$ cat src/logic/dram_row_refresh_cfg.svh
// timing counts, widths and tap positions for the row refresh control
// assumes a single 10 MHz clock; included by the timer, sequencer and control files
//
// Contract
// - every row read once per 2 ms
// - internal mode renews one row per 25 us
// - mode jumper runs timer, else external gate
// - timer tick sets renew request while enabled
// - launch only when reply and block idle
// - launch sets internal flag; drives renew cycle
// - internal renew waits 80 ns before strobe
// - row strobe blocks new launches until end
// - internal renew puts counter on row address
// - answer jumper stops reply during renew
// - reply point in renew clears renew request
// - cycle end clears renew flag and strobe
// - counter advances at tick trailing edge
// - busy bus cycle defers renew to relaunch
// - latch row and refresh flag; force selection
// - external renew reply follows answer jumper
// - bus and renew cycles wait for each other
// - strobe gives four ordered phase points
`ifndef DRAM_ROW_REFRESH_CFG_SVH
`define DRAM_ROW_REFRESH_CFG_SVH

`define CLK_PERIOD_NS      100
`define RENEW_ROWS         64
`define RENEW_LIMIT_MS     2
`define ROW_BITS           6
`define BANK_BITS          3
`define TIMER_PERIOD_NS    25000
`define TIMER_CYCLES       (`TIMER_PERIOD_NS / `CLK_PERIOD_NS)
`define SETTLE_NS          80
`define SETTLE_CYCLES      ((`SETTLE_NS + `CLK_PERIOD_NS - 1) / `CLK_PERIOD_NS)
`define TAP_COLUMN         1
`define TAP_COL_STROBE     2
`define TAP_ANSWER         3
`define TAP_END            5
`define PHASE_BITS         4

`endif

$ cat src/logic/dram_row_refresh_pkg.sv
// types shared by the row refresh control modules
// assumes the cfg header is on the include path
`default_nettype none
package dram_row_refresh_pkg;
    typedef enum logic [1:0] {
        cyc_idle,
        cyc_settle,
        cyc_strobe
    } cycle_state_e;
endpackage
`default_nettype wire

$ cat src/logic/phase_if.sv
// carrier between the controller and its phase sequencer
// assumes both ends sit on the same clock
`timescale 1ns/1ns
`default_nettype none
interface phase_if;
    logic start;
    logic column_phase_point;
    logic column_strobe_point;
    logic answer_point;
    logic cycle_end;
    modport seq (input start, output column_phase_point, column_strobe_point, answer_point, cycle_end);
    modport ctl (output start, input column_phase_point, column_strobe_point, answer_point, cycle_end);
endinterface
`default_nettype wire

$ cat src/logic/renew_timer.sv
// free running 25 us renew timer with enable
// assumes synchronous active high reset on the system clock
`include "dram_row_refresh_cfg.svh"
`timescale 1ns/1ns
`default_nettype none
module renew_timer (
    input  wire logic clk,
    input  wire logic rst,
    input  wire logic timer_enable,
    output logic      renew_timer_tick
);
    localparam logic [7:0] LAST = 8'(`TIMER_CYCLES - 1);
    logic [7:0] count;

    // divider; held at zero while disabled so mode changes start clean
    always_ff @(posedge clk) begin
        if (rst || !timer_enable) begin
            count            <= 8'h00;
            renew_timer_tick <= 1'b0;
        end else begin
            renew_timer_tick <= (count == LAST);
            count            <= (count == LAST) ? 8'h00 : count + 8'h01;
        end
    end
endmodule
`default_nettype wire

$ cat src/logic/phase_sequencer.sv
// clocked replacement for the ramp and comparators
// assumes start stays high from row strobe until cycle end
`include "dram_row_refresh_cfg.svh"
`timescale 1ns/1ns
`default_nettype none
module phase_sequencer #(
    parameter logic [3:0] TAP_COLUMN     = 4'(`TAP_COLUMN),
    parameter logic [3:0] TAP_COL_STROBE = 4'(`TAP_COL_STROBE),
    parameter logic [3:0] TAP_ANSWER     = 4'(`TAP_ANSWER),
    parameter logic [3:0] TAP_END        = 4'(`TAP_END)
) (
    input  wire logic clk,
    input  wire logic rst,
    phase_if.seq      ph
);
    logic [`PHASE_BITS-1:0] ramp;

    // ramp runs only while the strobe is held, resets when it drops
    always_ff @(posedge clk) begin
        if (rst || !ph.start || ph.cycle_end) begin
            ramp <= '0;
        end else if (ramp != 4'hF) begin
            ramp <= ramp + 4'h1;
        end
    end

    // ordered points, levels except the two pulses
    always_comb begin
        ph.column_phase_point  = ph.start && (ramp >= TAP_COLUMN);
        ph.column_strobe_point = ph.start && (ramp >= TAP_COL_STROBE);
        ph.answer_point        = ph.start && (ramp == TAP_ANSWER);
        ph.cycle_end           = ph.start && (ramp == TAP_END);
    end
endmodule
`default_nettype wire

$ cat src/logic/dram_row_refresh_control.sv
// refresh control and cycle arbitration for a dynamic memory board
// assumes bus inputs already synchronous to clk; bus lines active low
`include "dram_row_refresh_cfg.svh"
`timescale 1ns/1ns
`default_nettype none
module dram_row_refresh_control
    import dram_row_refresh_pkg::*;
(
    input  wire logic                    clk,
    input  wire logic                    rst,
    input  wire logic                    renew_mode_jumper,
    input  wire logic                    renew_answer_jumper,
    input  wire logic [`BANK_BITS-1:0]   start_bank,
    input  wire logic                    bsync_n,
    input  wire logic                    bref_n,
    input  wire logic                    bdin_n,
    input  wire logic                    bdout_n,
    input  wire logic                    bwtbt_n,
    input  wire logic [15:0]             bdal_n,
    output logic                         brply_out,
    output logic                         brply_oe_n,
    output logic                         board_selected,
    output logic                         renew_cycle_n,
    output logic                         cycle_block_n,
    output logic                         dram_ras,
    output logic                         dram_cas,
    output logic                         dram_write,
    output logic [`ROW_BITS-1:0]         dram_addr,
    output logic [`ROW_BITS-1:0]         renew_row_count
);

    // ------------------------------------------------------------
    // declarations
    // ------------------------------------------------------------
    localparam logic [3:0] SETTLE_LAST = 4'(`SETTLE_CYCLES - 1);

    cycle_state_e           state;
    logic [3:0]             settle_count;
    logic                   timer_enable;
    logic                   renew_timer_tick;
    logic                   tick_seen;
    logic                   renew_request;
    logic                   internal_renew_active;
    logic                   outside_renew_seen;
    logic                   latched_outside_renew;
    logic                   answer_flag;
    logic                   row_strobe_active;
    logic                   sync_seen;
    logic                   address_latch;
    logic [15:0]            latched_addr;
    logic                   latched_write;
    logic                   range_hit;
    logic                   selected;
    logic                   read_done;
    logic                   write_done;
    logic                   read_req;
    logic                   write_req;
    logic                   cycle_launch;
    logic                   cycle_is_write;
    logic                   renew_cycle;
    logic                   answer_block;
    logic                   next_answer;
    logic [`ROW_BITS-1:0]   next_addr;

    phase_if ph ();

    // ------------------------------------------------------------
    // mode and timer
    // ------------------------------------------------------------
    // jumper fitted means the board renews itself
    assign timer_enable = renew_mode_jumper;

    renew_timer u_timer (
        .clk              (clk),
        .rst              (rst),
        .timer_enable     (timer_enable),
        .renew_timer_tick (renew_timer_tick)
    );

    phase_sequencer u_phase (
        .clk (clk),
        .rst (rst),
        .ph  (ph)
    );

    // ------------------------------------------------------------
    // renew request flop
    // ------------------------------------------------------------
    // tick sets, reply point of an internal renew clears; set wins
    always_ff @(posedge clk) begin
        if (rst) begin
            renew_request <= 1'b0;
        end else if (renew_timer_tick && timer_enable) begin
            renew_request <= 1'b1;
        end else if (ph.answer_point && internal_renew_active) begin
            renew_request <= 1'b0;
        end
    end

    // ------------------------------------------------------------
    // row counter
    // ------------------------------------------------------------
    // advance one cycle after the tick, the tick's trailing edge
    always_ff @(posedge clk) begin
        if (rst) begin
            tick_seen <= 1'b0;
        end else begin
            tick_seen <= renew_timer_tick;
        end
    end

    // wraps after 64 rows, so 64 ticks of 25 us cover the array
    always_ff @(posedge clk) begin
        if (rst) begin
            renew_row_count <= '0;
        end else if (tick_seen && !renew_timer_tick) begin
            renew_row_count <= renew_row_count + 6'h01;
        end
    end

    // ------------------------------------------------------------
    // address latch
    // ------------------------------------------------------------
    // latch time is the first cycle with sync asserted
    assign address_latch = !bsync_n && !sync_seen;

    always_ff @(posedge clk) begin
        if (rst) begin
            sync_seen <= 1'b0;
        end else begin
            sync_seen <= !bsync_n;
        end
    end

    // row address and refresh flag caught together
    always_ff @(posedge clk) begin
        if (rst) begin
            latched_addr       <= 16'h0000;
            latched_write      <= 1'b0;
            outside_renew_seen <= 1'b0;
        end else if (address_latch) begin
            latched_addr       <= ~bdal_n;
            latched_write      <= !bwtbt_n;
            outside_renew_seen <= !bref_n;
        end else if (bsync_n) begin
            outside_renew_seen <= 1'b0;
        end
    end

    // external renew only counts with the mode jumper removed
    assign latched_outside_renew = outside_renew_seen && !renew_mode_jumper;

    // one 4K word bank per board; forced on by an external renew
    assign range_hit = (latched_addr[15:13] == start_bank);
    assign selected  = sync_seen && (range_hit || latched_outside_renew);

    // ------------------------------------------------------------
    // bus cycle requests
    // ------------------------------------------------------------
    // one launch per strobe phase, like the go-inhibit flop
    always_ff @(posedge clk) begin
        if (rst || bsync_n) begin
            read_done  <= 1'b0;
            write_done <= 1'b0;
        end else if (cycle_launch && !renew_request) begin
            read_done  <= read_done || !cycle_is_write;
            write_done <= write_done || cycle_is_write;
        end
    end

    assign read_req  = selected && !latched_write && !bdin_n && !read_done;
    assign write_req = selected && !bdout_n && !write_done;

    // ------------------------------------------------------------
    // launch and arbitration
    // ------------------------------------------------------------
    // nothing starts while a cycle runs or a reply is still up
    assign cycle_launch   = (state == cyc_idle) && !answer_flag
                            && (renew_request || read_req || write_req);
    assign cycle_is_write = write_req && !read_req;

    // a pending renew owns the launch; a bus cycle already running
    // finished first, so the renew simply relaunches afterwards
    always_ff @(posedge clk) begin
        if (rst) begin
            internal_renew_active <= 1'b0;
        end else if (ph.cycle_end) begin
            internal_renew_active <= 1'b0;
        end else if (cycle_launch) begin
            internal_renew_active <= renew_request;
        end
    end

    // ------------------------------------------------------------
    // cycle state
    // ------------------------------------------------------------
    // settle only for internal renews; bus cycles strobe at once
    always_ff @(posedge clk) begin
        if (rst) begin
            state        <= cyc_idle;
            settle_count <= 4'h0;
        end else begin
            case (state)
                cyc_idle: begin
                    settle_count <= 4'h0;
                    if (cycle_launch) begin
                        state <= renew_request ? cyc_settle : cyc_strobe;
                    end
                end
                cyc_settle: begin
                    settle_count <= settle_count + 4'h1;
                    if (settle_count == SETTLE_LAST) begin
                        state <= cyc_strobe;
                    end
                end
                cyc_strobe: begin
                    if (ph.cycle_end) begin
                        state <= cyc_idle;
                    end
                end
                default: begin
                    state <= cyc_idle;
                end
            endcase
        end
    end

    assign row_strobe_active = (state == cyc_strobe);
    assign ph.start          = row_strobe_active;

    // ------------------------------------------------------------
    // reply flop
    // ------------------------------------------------------------
    // renew cycle plus fitted answer jumper keeps the bus quiet
    assign renew_cycle  = internal_renew_active || latched_outside_renew;
    assign answer_block = renew_answer_jumper && renew_cycle;

    always_comb begin
        next_answer = answer_flag;
        if (ph.answer_point && !answer_block && !internal_renew_active
            && (!bdin_n || !bdout_n)) begin
            next_answer = 1'b1;
        end else if (bdin_n && bdout_n) begin
            next_answer = 1'b0;
        end
    end

    always_ff @(posedge clk) begin
        if (rst) begin
            answer_flag <= 1'b0;
        end else begin
            answer_flag <= next_answer;
        end
    end

    // ------------------------------------------------------------
    // array address mux
    // ------------------------------------------------------------
    // internal renew: counter on row, zero on column; bus and external renew: latched bits
    always_comb begin
        if (internal_renew_active) begin
            next_addr = ph.column_phase_point ? 6'h00 : renew_row_count;
        end else if (ph.column_phase_point) begin
            next_addr = latched_addr[12:7];
        end else begin
            next_addr = latched_addr[6:1];
        end
    end

    // ------------------------------------------------------------
    // registered outputs
    // ------------------------------------------------------------
    // everything leaves through a flop, one clock behind its cause
    always_ff @(posedge clk) begin
        if (rst) begin
            brply_out      <= 1'b0;
            brply_oe_n     <= 1'b1;
            board_selected <= 1'b0;
            renew_cycle_n  <= 1'b1;
            cycle_block_n  <= 1'b1;
            dram_ras       <= 1'b0;
            dram_cas       <= 1'b0;
            dram_write     <= 1'b0;
            dram_addr      <= '0;
        end else begin
            brply_out      <= 1'b0;
            brply_oe_n     <= !next_answer;
            board_selected <= selected;
            renew_cycle_n  <= !renew_cycle;
            cycle_block_n  <= (state == cyc_idle) && !cycle_launch;
            dram_ras       <= row_strobe_active && !ph.cycle_end;
            dram_cas       <= ph.column_strobe_point && !ph.cycle_end;
            dram_write     <= row_strobe_active && !internal_renew_active && !bdout_n;
            dram_addr      <= next_addr;
        end
    end

endmodule
`default_nettype wire

$ cat config.mk
export PLATFORM = sky130hd
export DESIGN_NAME = dram_row_refresh_control
export DESIGN_NICKNAME = d
export VERILOG_FILES = /design/src/logic/dram_row_refresh_pkg.sv /design/src/logic/phase_if.sv /design/src/logic/renew_timer.sv /design/src/logic/phase_sequencer.sv /design/src/logic/dram_row_refresh_control.sv
export VERILOG_INCLUDE_DIRS = /design/src /design/src/logic
export SDC_FILE = /design/constraint.sdc
export NUM_CORES = 1
export LEC_CHECK = 0
export BUFFER_PORTS_ARGS = -buffer_cell sky130_fd_sc_hd__buf_2
export CORE_MARGIN = 3
export CORE_UTILIZATION = 50
export DETAILED_ROUTE_END_ITERATION = 8
export HOLD_SLACK_MARGIN = 0.03
export PLACE_DENSITY = 0.7
export SLEW_MARGIN = 10
export SYNTH_ARGS = -nofsm -noshare
export SYNTH_HDL_FRONTEND = slang
export SYNTH_SLANG_ARGS = --single-unit
export TNS_END_PERCENT = 10
$ cat constraint.sdc
create_clock -name clk -period 3.5 [get_ports clk]
set_input_delay 0.525 -clock clk [delete_from_list [all_inputs] [get_ports clk]]
set_output_delay 0.525 -clock clk [all_outputs]
set_load 0.02 [all_outputs]
# ---- Word level (Yosys, flattened, before mapping)
# Index checks and enable logic that the tools add are counted.
dict set report totals {
  inputBits 28
  reg_bits 63
  latchBits 0
  out_inout_bits 20
  mem_bits_ro 0
  ram_bits 0
  elab_cells 126
  n_memories 0
}
dict set report op_classes {
  n_mux 15
  n_eq_ne 10
  n_shift 0
  multipliers 0
  bitwise 1
  order_cmp 2
  n_addsub 4
  n_div 0
  n_reduce_logical 70
}
# cell count
set op_table {}
lappend op_table {{$logic_and A1 B1 Y1} 29}
lappend op_table {{$logic_not A1 Y1} 22}
lappend op_table {{$mux W6} 3}
lappend op_table {{$not A16 Y16} 1}
lappend op_table {{$logic_or A1 B1 Y1} 11}
lappend op_table {{$add A4 B1 Y4 const B} 2}
lappend op_table {{$add A8 B1 Y8 const B} 1}
lappend op_table {{$eq A8 B8 Y1 const B} 1}
lappend op_table {{$mux W2} 4}
lappend op_table {{$pmux W4 S2} 1}
lappend op_table {{$add A6 B1 Y6 const B} 1}
lappend op_table {{$mux W1} 6}
lappend op_table {{$pmux W2 S3} 1}
lappend op_table {{$reduce_bool A2 Y1} 3}
lappend op_table {{$eq A4 B2 Y1 const B} 1}
lappend op_table {{$eq A4 B3 Y1 const B} 1}
lappend op_table {{$ge A4 B1 Y1 const B} 1}
lappend op_table {{$ge A4 B2 Y1 const B} 1}
lappend op_table {{$logic_not A4 Y1} 1}
lappend op_table {{$ne A2 B2 Y1 const B} 2}
lappend op_table {{$ne A4 B4 Y1 const B} 1}
lappend op_table {{$reduce_or A2 Y1} 2}
lappend op_table {{$eq A3 B3 Y1} 1}
lappend op_table {{$reduce_and A3 Y1} 1}
lappend op_table {{4 further kinds} 4}

# ---- Depth between registers and ports, before layout
# Gate-level depths: netlist (run 1).
dict set report depth {
  depth_word 12
  ltp_mapped 7
  ltp_nobuf 6
}

# ---- Modules after synthesis
# Synthesis (run 1) repeated with hierarchy kept, for this count alone.
dict set report unflattened {
  hier_cells 299
  area_unflattened_um2 2727.6
}
# mod seq_area_each_um2 cells_each area_each_um2 n_inst
set by_module_without_submodules {}
lappend by_module_without_submodules {dram_row_refresh_control 980.9 217 2001.9 1}
lappend by_module_without_submodules {renew_timer 180.2 50 444.2 1}
lappend by_module_without_submodules {phase_sequencer 80.1 32 281.5 1}

# ---- Worst setup path before layout (run 1)
# OpenSTA, ideal clock, no wires.
dict set report synth_timing {
  kind {reg-to-reg}
  start {register u_phase.ramp[1]}
  end {register dram_addr[5]}
  required_ns 3.385
  path_stages_with_launch 7
  arrival_time_ns 1.432
  setup_time_ns 0.115
  n_path_buf 0
  synth_period_minus_slack_ns 1.547
  setup_slack_ns 1.953
  cell_sequence {dfxtp_1 -> inv_1 -> ha_1 -> nor4b_4 -> nor2_2 -> mux2_4 -> o21a_1}
}
dict set report synth_between {
  elab_chain_len 4
  word_cells_on_any_way 5
  cone_classes {order compare: 1; mux: 3; reduce/logical: 1}
}
# element line_no
set synth_lines {}
lappend synth_lines {{from (decl)} phase_sequencer.sv:16} ;# logic [`PHASE_BITS-1:0] ramp;
lappend synth_lines {{from (signal assigned)} phase_sequencer.sv:23} ;# ramp <= ramp + 4'h1;
lappend synth_lines {{$ge A4 B1 Y1 *} phase_sequencer.sv:29} ;# ph.column_phase_point = ph.start && (ramp >= TAP_COLUMN);
lappend synth_lines {{$logic_and A1 B1 Y1 *} phase_sequencer.sv:29}
lappend synth_lines {{$mux W6, on equally long branches} {dram_row_refresh_control.sv:263, dram_row_refresh_control.sv:262}}
lappend synth_lines {{$mux W6 *} dram_row_refresh_control.sv:261} ;# if (internal_renew_active) begin
lappend synth_lines {{to (signal assigned)} dram_row_refresh_control.sv:294} ;# dram_addr <= next_addr;
lappend synth_lines {{to (decl)} dram_row_refresh_control.sv:28} ;# output logic [`ROW_BITS-1:0] dram_addr,
# Every way passes the cells marked *; elsewhere a longest branch is shown, timed or not.
# A chain may end at the register's enable or synchronous reset.

# ---- Worst setup path after layout (run 1)
dict set report layout_timing {
  start {register u_phase.ramp[0]}
  end {register dram_addr[5]}
}
# The elaborated chain is that of the path after synthesis.

==> results of run 1 <==
## per-stage QoR
stage,power [µW],instances
CTS,1380,383
floorplan,817,269
global route,1420,383
global placement,849,370
finish,1360,383
detailed placement,851,370
## cell type report
type / count / area (µm²)
Clock buffer: 11 / 151
Clock inverter: 2 / 10.0
Fill cell: 459 / 1840
Inverter: 7 / 26.3
Multi-Input combinational cell: 188 / 1230
Sequential cell: 62 / 1240
Tap cell: 67 / 83.8
Timing Repair Buffer: 46 / 233
## sequential cells by signal, summed over array words and instances, names as in the netlist
register,count
read_done,1
outside_renew_seen,1
u_phase.ramp,4
brply_oe_n,1
dram_write,1
latched_write,1
settle_count,4
write_done,1
dram_addr,6
dram_ras,1
sync_seen,1
dram_cas,1
answer_flag,1
u_timer.count,8
latched_addr,15
internal_renew_active,1
renew_row_count,6
u_timer.renew_timer_tick,1
renew_cycle_n,1
tick_seen,1
board_selected,1
state,2
cycle_block_n,1
renew_request,1
## metal layers
layer / track usage [%] / vias to the layer above / share of wire, %
met5: 0 / - / 0
met4: 6.58 / 0 / 1.1
met3: 8.00 / 5 / 5.1
met2: 27.4 / 40 / 46
met1: 20.9 / 892 / 48
li1: - / 1030 / -
## critical path: stages, from the launching register on
cell	delay [ns]
dfxtp_1	0.45
inv_1	0.12
ha_1	0.21
nor4b_4	0.14
nor2_2	0.48
mux2_4	0.35
o21a_1	0.17
## power by group
part           switching [µW]  leakage (µW)  total [µW]  internal [µW]
registers                12.4      0.000505         740            728
logic                    53.0      0.000596        94.0           41.0
clock network             242     0.0000869         522            281
## worst paths after layout
kind | from | end | slack, ns | cells after the start
worst max-delay path | u_phase.ramp[0] | dram_addr[5] | 1.47 | 6
worst min-delay path | bdal_n[2] | latched_addr[2] | 0.37 | 2
worst max register to register | u_phase.ramp[0] | dram_addr[5] | 1.47 | 6
worst min register to register | write_done | write_done | 0.47 | 1
## cell usage in the layout (no fill, tap or decap), types with 6 or more instances in the layout
cell type   n
dfxtp_1    62
nor2_1     48
buf_2      45
a211oi_1   19
a21oi_1    12
nand2_1    11
clkbuf_8   11
ha_1        9
xnor2_1     8
inv_1       7
nor3_1      7
mux2i_1     7
nand3_1     6
xor2_1      6
## cell families after synthesis
logic type               Yosys count  share of synthesized area [%]
multiplexers                       8                           3.33
buffers and inverters             19                           3.43
flip-flops                        62                           48.6
XOR/XNOR                          14                           4.80
AND/OR/NAND/NOR                  102                           20.2
other                              1                          0.147
adder cells (fa/ha/maj)            9                           4.41
AO/OA/AOI/OAI                     54                           15.1
==> out/metrics.cfg, run 1 <==
[run_status]
status=finished, final reports clean

[die]
core_area_um2=4820
die_w_um=77.5
ios=48
dieArea_um2=6010
die_h_um=77.5
start_util_pct=53.1
rows=25

[final_layout]
utilization_pct=61.8
syn2layout_area_growth_pct=16.4
drive_above_1_share_pct=20.9
n_antenna_cell=0
nets=351
design_area_um2=2980

[job]
max_cap_violations=0

[detailed_routing]
ant_nets=0
vias_per_cell=5.14
postRouteWirelength_mm=4.83
via_count=1967
drc=0
drt_iter0_markers=101
drt_first_pass_iters=4
routedWlPerCell_um=12.6

[clocking]
clk-insertion-delay-late_ns=0.33
hold_buffers=0
post_cts_buffers=0
cts.path.max_buffers=2
cts.sinks=62
htreeDepth=3
path_clk_slew_ns=0.06
cts_tree=yes
cts_resized=0
cts-root-buf=clkbuf_8
cts-buffers-inserted=9

[critical_path]
worstPathArrival_ns=2.25
cp-end-kind=flip-flop
start_kind=flip-flop
required_ns=3.72
critPathKind=flip-flop to flip-flop
critPathMaxFanout=11

[timing]
fin_skew_ns=0.00461
hold_violations=0
rsz0062_at_grt=false
setup_violations=0
maxSlewViolCount=0
fin_crit_ns=2.03
worst_pin_slew_ns=1.11
finalCritPeriodShare_pct=58.0
holdWs_ns=0.370
fin_setup_tns_ns=0
fin_ws_ns=1.47
slew_headroom_pct=26.1
max_freq_mhz=493

[synthesis]
syn_avg_cell_area_um2=9.50
yosysTopAreaCell=dfxtp_1
synthTopCellsByCount=dfxtp_1, nor2_1, a211oi_1
yosysMostFrequentCell=dfxtp_1
yosys_most_used_dff=dfxtp_1
synth_cell_types=50
ys_seq_elements=62
synth_nets=306
synth-async-reset-ratio_pct=0
synth-edff-count=0
yosys_warnings=0
syn_inst=269
synthTopCellsByArea=dfxtp_1, nor2_1, a211oi_1, ha_1, mux2i_1
synth-seq-area-share_pct=48.6
synth_top_area_share_pct=48.6
syn_area_um2=2560

[global_routing]
grt_antenna_before_repair=0
grt_usage_pct=17.5
grt_pass1_vias=1871
gr-total-overflow=0
grt_max_degree=40
grt_pass1_wl_mm=8.26

[placement]
dp_hpwl_mm=3.39
gp_congestion=0.809
port_buffers=45
place_ws_ns=1.46
placed_area_um2=2810

[power_and_ir_drop]
p_per_area_nw_per_um2=456
peakVddDrop_uv=309
leakagePower_uw=0.00119

[hold_path]
hold_path_class=input pin to flip-flop

Power figures use the tool's default switching activity.
==> inputs of run 2 (changes only) <==
--- a/config.mk
+++ b/config.mk
@@ -8,10 +8,10 @@
 export LEC_CHECK = 0
 export BUFFER_PORTS_ARGS = -buffer_cell sky130_fd_sc_hd__buf_2
 export CORE_MARGIN = 3
-export CORE_UTILIZATION = 50
+export CORE_UTILIZATION = 49
 export DETAILED_ROUTE_END_ITERATION = 8
 export HOLD_SLACK_MARGIN = 0.03
-export PLACE_DENSITY = 0.7
+export PLACE_DENSITY = 0.72
 export SLEW_MARGIN = 10
 export SYNTH_ARGS = -nofsm -noshare
 export SYNTH_HDL_FRONTEND = slang
==> constraint.sdc (replaced) <==
create_clock -name clk -period 1.7 [get_ports clk]
set_input_delay 0.255 -clock clk [delete_from_list [all_inputs] [get_ports clk]]
set_output_delay 0.255 -clock clk [all_outputs]
set_load 0.02 [all_outputs]
==> out/metrics.cfg, run 2 (same netlist as run 1, synthesis figures left out) <==
[die]
dieArea_um2=6120  ; +1.9%
die_w_um=78.2  ; +0.94%
core_area_um2=4880  ; +1.3%
rows=25  ; unchanged
start_util_pct=52.4  ; -0.68 points
die_h_um=78.2  ; +0.94%
ios=48  ; unchanged

[critical_path]
start_kind=flip-flop
critPathKind=flip-flop to flip-flop
required_ns=1.91  ; -1.81 ns
rr_startpoint=u_phase.ramp[0]
worstPathArrival_ns=1.75  ; -0.50 ns
cp-end-kind=flip-flop
reg2reg_to=dram_addr[4]
worstRegToRegCells=7  ; +1
r2r_setup_slack_ns=0.16  ; -1.31 ns
critPathMaxFanout=10  ; -1

[detailed_routing]
drt_first_pass_iters=4  ; unchanged
via_count=1986  ; +0.97%
drt_iter0_markers=54  ; -47%
routedWlPerCell_um=12.6  ; -0.43%
vias_per_cell=5.05  ; -1.6%
drc=0  ; unchanged
postRouteWirelength_mm=4.94  ; +2.2%
ant_nets=0  ; unchanged

[timing]
fin_setup_tns_ns=0  ; unchanged
rsz0062_at_grt=false
hold_violations=0  ; unchanged
finalCritPeriodShare_pct=90.5  ; +32 points
setup_violations=0  ; unchanged
maxSlewViolCount=0  ; unchanged
max_freq_mhz=650  ; +32%
fin_ws_ns=0.162  ; -1.31 ns
fin_skew_ns=0.00555  ; +0.000935 ns
holdWs_ns=0.0908  ; -0.279 ns
fin_crit_ns=1.54  ; -0.492 ns

[power_and_ir_drop]
peakVddDrop_uv=625  ; +100%
leakagePower_uw=0.00126  ; +5.7%
p_per_area_nw_per_um2=1040  ; +130%

[final_layout]
final_cell_mix=dfxtp_1, nor2_1, buf_2
top_register=latched_addr
final_common_cell=dfxtp_1
n_antenna_cell=0  ; unchanged
nFillCells=434  ; -5.4%
syn2layout_area_growth_pct=22.3
reg_top3=latched_addr: 15 flops, u_timer.count: 8 flops
regArea_um2=1240  ; +0.10%
largest_reg_flops=15  ; unchanged
multi_input_area_um2=1230  ; +0.30%
nets=358  ; +2.0%
drive_above_1_share_pct=23.6  ; +2.7 points

[clocking]
cts.sinks=62  ; unchanged
path_clk_slew_ns=0.07  ; about the same
cts-root-buf=clkbuf_8
hold_buffers=0  ; unchanged
cts.path.max_buffers=2  ; unchanged
cts_tree=yes
clk-insertion-delay-late_ns=0.33  ; about the same
htreeDepth=3  ; unchanged
cts-buffers-inserted=9  ; unchanged

[global_routing]
gr-total-overflow=0  ; unchanged
grt_pass1_vias=1883  ; +0.64%
grt_antenna_before_repair=0  ; unchanged
grt_max_degree=27  ; -33%
grt_pass1_wl_mm=8.56  ; +3.7%
grt_usage_pct=17.7  ; +0.27 points

[hold_path]
min_from=bdal_n[11]
min_to=latched_addr[11]
hold_path_class=input pin to flip-flop
holdPathStages=2  ; unchanged

[placement]
dp_hpwl_mm=3.58  ; +5.6%
place_ws_ns=0.119  ; -1.34 ns
gp_congestion=0.819  ; +1.3%
port_buffers=45  ; unchanged

[run_status]
status=finished, final reports clean

[job]
max_cap_violations=0  ; unchanged

run 2: cell count changes in the layout (fill, tap and decap cells not counted):
cell	change
buf_12	+1
buf_4	+5
buf_6	+1
bufinv_16	+3
clkbuf_1	+1
clkbuf_8	-2
clkinv_2	-1
clkinvlp_4	+2
dfxtp_1	-1
dfxtp_2	+1
mux2i_1	-1
mux2i_2	+1
run 2: how the worst max path moves through the flow:
stage                     cells past startpoint           end            start  slack, ns
final                                         7  dram_addr[4]  u_phase.ramp[0]       0.16
after detailed placement                      7  dram_addr[3]  u_phase.ramp[0]       0.12
after global routing                          7  dram_addr[3]  u_phase.ramp[0]      0.002
after floorplan                               6  dram_addr[5]  u_phase.ramp[1]       0.15
after CTS                                     7  dram_addr[3]  u_phase.ramp[0]       0.11
after global placement                        7  dram_addr[2]  u_phase.ramp[0]       0.20
run 2: worst max-delay path: stages (launching register included):
cell	delay, ns
dfxtp_2	0.35
inv_1	0.06
ha_1	0.20
nor4b_4	0.13
nor2_2	0.17
buf_6	0.18
mux2i_1	0.22
o32ai_1	0.09
run 2: metal layers:
| metal | track usage, % | share of wire (%) |
|---|---|---|
| met5 | 0 | 0 |
| met2 | 26.8 | 45 |
| met4 | 10.5 | 1.9 |
| met3 | 3.90 | 4.9 |
| met1 | 23.2 | 48 |
run 2: where the power goes:
group / internal, µW / switching [µW] / total [µW]
clock network: 971 / 548 / 1520
registers: 1500 / 27.2 / 1520
logic: 95.0 / 110 / 205
run 2: final cells by class:
class,count,share of cell area [%]
Inverter,7,0.841
Clock buffer,10,4.08
Timing Repair Buffer,53,9.65
Clock inverter,6,3.52
Sequential cell,62,39.8
Tap cell,67,2.68
Multi-Input combinational cell,188,39.5
run 2: repair_timing:
item                       4_1_cts  5_1_grt
setup endpoints to repair        0        4
gates resized for setup          0        3
buffers inserted                 0        0
run 2: per-stage QoR:
stage                     cell area [µm²]  util [%]  cells  power, µW
after floorplan                      2560         -    269       1680
after global placement               2880      59.0    377       1760
after detailed placement             2880      59.0    377       1760
after CTS                            3120      63.9    393       3290
after global routing                 3130      64.1    393       3380
final                                3130      64.1    393       3250
==> inputs of run 3 (changes only) <==
--- a/config.mk
+++ b/config.mk
@@ -7,6 +7,7 @@
 export NUM_CORES = 1
 export LEC_CHECK = 0
 export BUFFER_PORTS_ARGS = -buffer_cell sky130_fd_sc_hd__buf_2
+export CORE_ASPECT_RATIO = 1.5
 export CORE_MARGIN = 3
 export CORE_UTILIZATION = 49
 export DETAILED_ROUTE_END_ITERATION = 8
==> out/metrics.cfg, run 3 (same netlist as run 1, synthesis figures left out) <==
[detailed_routing]
drt_first_pass_iters=4  ; unchanged
wl_met1_mm=2.15  ; -10%
postRouteWirelength_mm=4.94  ; about the same
vias_per_cell=5.23  ; +3.5%
wl_met2_mm=2.46  ; +11%
routedWlPerCell_um=12.6  ; +0.59%
drt_iter0_markers=100  ; +85%
highest_layer=met4
drc=0  ; unchanged
via_count=2045  ; +3.0%
ant_nets=0  ; unchanged
wl_met3_um=233  ; -3.3%

[global_routing]
grt_max_degree=33  ; +22%
grt_usage_pct=17.3  ; -0.41 points
grt_pass1_wl_mm=8.31  ; -3.0%
grt_pass1_vias=1927  ; +2.3%
gr-total-overflow=0  ; unchanged
grt_antenna_before_repair=0  ; unchanged

[critical_path]
start_kind=flip-flop
max_stage_delay_ns=0.37  ; +0.02 ns
critPathKind=flip-flop to flip-flop
cp_slowest_cell=dfxtp_1
required_ns=1.92  ; about the same
cp-end-kind=flip-flop
crit_chain=inv_1, ha_1, nor4b_4, nor2_2, buf_4, mux2i_1, o32ai_1
worstPathArrival_ns=1.80  ; +0.05 ns
critPathMaxFanout=10  ; unchanged
r2r_setup_slack_ns=0.12  ; -0.04 ns

[final_layout]
n_antenna_cell=0  ; unchanged
final_cell_mix=dfxtp_1, nor2_1, buf_2
drive_above_1_share_pct=22.2  ; -1.5 points
reg_top3=latched_addr: 15 flops, u_timer.count: 8 flops
nFillCells=465  ; +7.1%
final_common_cell=dfxtp_1
fin_cells=391  ; -0.51%
largest_reg_flops=15  ; unchanged
nets=358  ; unchanged
top_register=latched_addr
syn2layout_area_growth_pct=19.1

[timing]
max_freq_mhz=632  ; -2.8%
setup_violations=0  ; unchanged
fin_crit_ns=1.58  ; +0.0441 ns
rsz0062_at_grt=false
finalCritPeriodShare_pct=93.1  ; +2.6 points
hold_violations=0  ; unchanged
fin_skew_ns=0.00631  ; +0.000759 ns
maxSlewViolCount=0  ; unchanged
fin_setup_tns_ns=0  ; unchanged

[die]
ios=48  ; unchanged
core_area_um2=4930  ; +0.95%
die_w_um=65.0  ; -17%
dieArea_um2=6140  ; +0.30%
rows=31  ; +24%
start_util_pct=51.9  ; -0.49 points
die_h_um=94.5  ; +21%

[clocking]
htreeDepth=3  ; unchanged
post_cts_buffers=0  ; unchanged
cts.sinks=62  ; unchanged
cts.path.max_buffers=2  ; unchanged
cts_tree=yes
path_clk_slew_ns=0.07  ; about the same
hold_buffers=0  ; unchanged
cts_resized=0  ; unchanged
cts-root-buf=clkbuf_8
clk-insertion-delay-late_ns=0.34  ; about the same
cts-buffers-inserted=9  ; unchanged

[placement]
port_buffers=45  ; unchanged
dp.cells=376  ; -0.27%
dp_hpwl_mm=3.58  ; +0.16%
gp_congestion=0.780  ; -4.8%

[power_and_ir_drop]
p_per_area_nw_per_um2=935  ; -10%
peakVddDrop_uv=607  ; -3.0%
leakagePower_uw=0.00123  ; -2.2%

[job]
max_cap_violations=0  ; unchanged

[hold_path]
hold_path_class=input pin to flip-flop

[run_status]
status=finished, final reports clean

==> run 3: cell type report <==
| cell class | instances | area, µm² | area share [%] |
|---|---|---|---|
| Clock inverter | 1 | 5.00 | 0.164 |
| Clock buffer | 14 | 163 | 5.34 |
| Tap cell | 66 | 82.6 | 2.71 |
| Sequential cell | 62 | 1240 | 40.8 |
| Timing Repair Buffer | 53 | 298 | 9.78 |
| Inverter | 7 | 26.3 | 0.863 |
| Multi-Input combinational cell | 188 | 1230 | 40.4 |
==> run 3: final timing paths <==
kind,cells after the start,to,from
setup reg to reg,7,dram_addr[3],u_phase.ramp[0]
setup / recovery,7,dram_addr[3],u_phase.ramp[0]
hold reg to reg,1,write_done,write_done
hold / removal,2,latched_addr[15],bdal_n[15]
==> run 3: layer usage <==
metal	GRT usage (%)	vias up
li1	-	1050
met5	0	-
met1	20.0	940
met4	8.99	0
met3	5.12	10
met2	28.7	45
==> run 3: power breakdown <==
group	internal [µW]	switching, µW
Combinational	92.8	112
Sequential	1500	25.0
Clock	600	521
Total	2190	658
==> run 3: critical path, delay by kind of cell (launching register included) <==
family,cells,cell delay (ns)
and+or+nand+nor,2,0.27
DFF,1,0.37
muxes,1,0.23
adders and majority gates,1,0.19
buffers and inverters,2,0.28
AOI/OAI and AO/OA,1,0.11
==> run 3: per-stage QoR <==
| step | setup slack, ns | hold slack, ns | utilization [%] | area [µm²] | total power (µW) |
|---|---|---|---|---|---|
| floorplan | 0.153 | 0.334 | - | 2560 | 1680 |
| global placement | 0.228 | 0.434 | 58.4 | 2880 | 1760 |
| detailed placement | 0.126 | 0.438 | 58.4 | 2880 | 1760 |
| CTS | 0.111 | 0.0852 | 61.8 | 3050 | 2870 |
| global route | 0.0133 | 0.0896 | 61.8 | 3050 | 2950 |
| finish | 0.118 | 0.0917 | 61.8 | 3050 | 2850 |
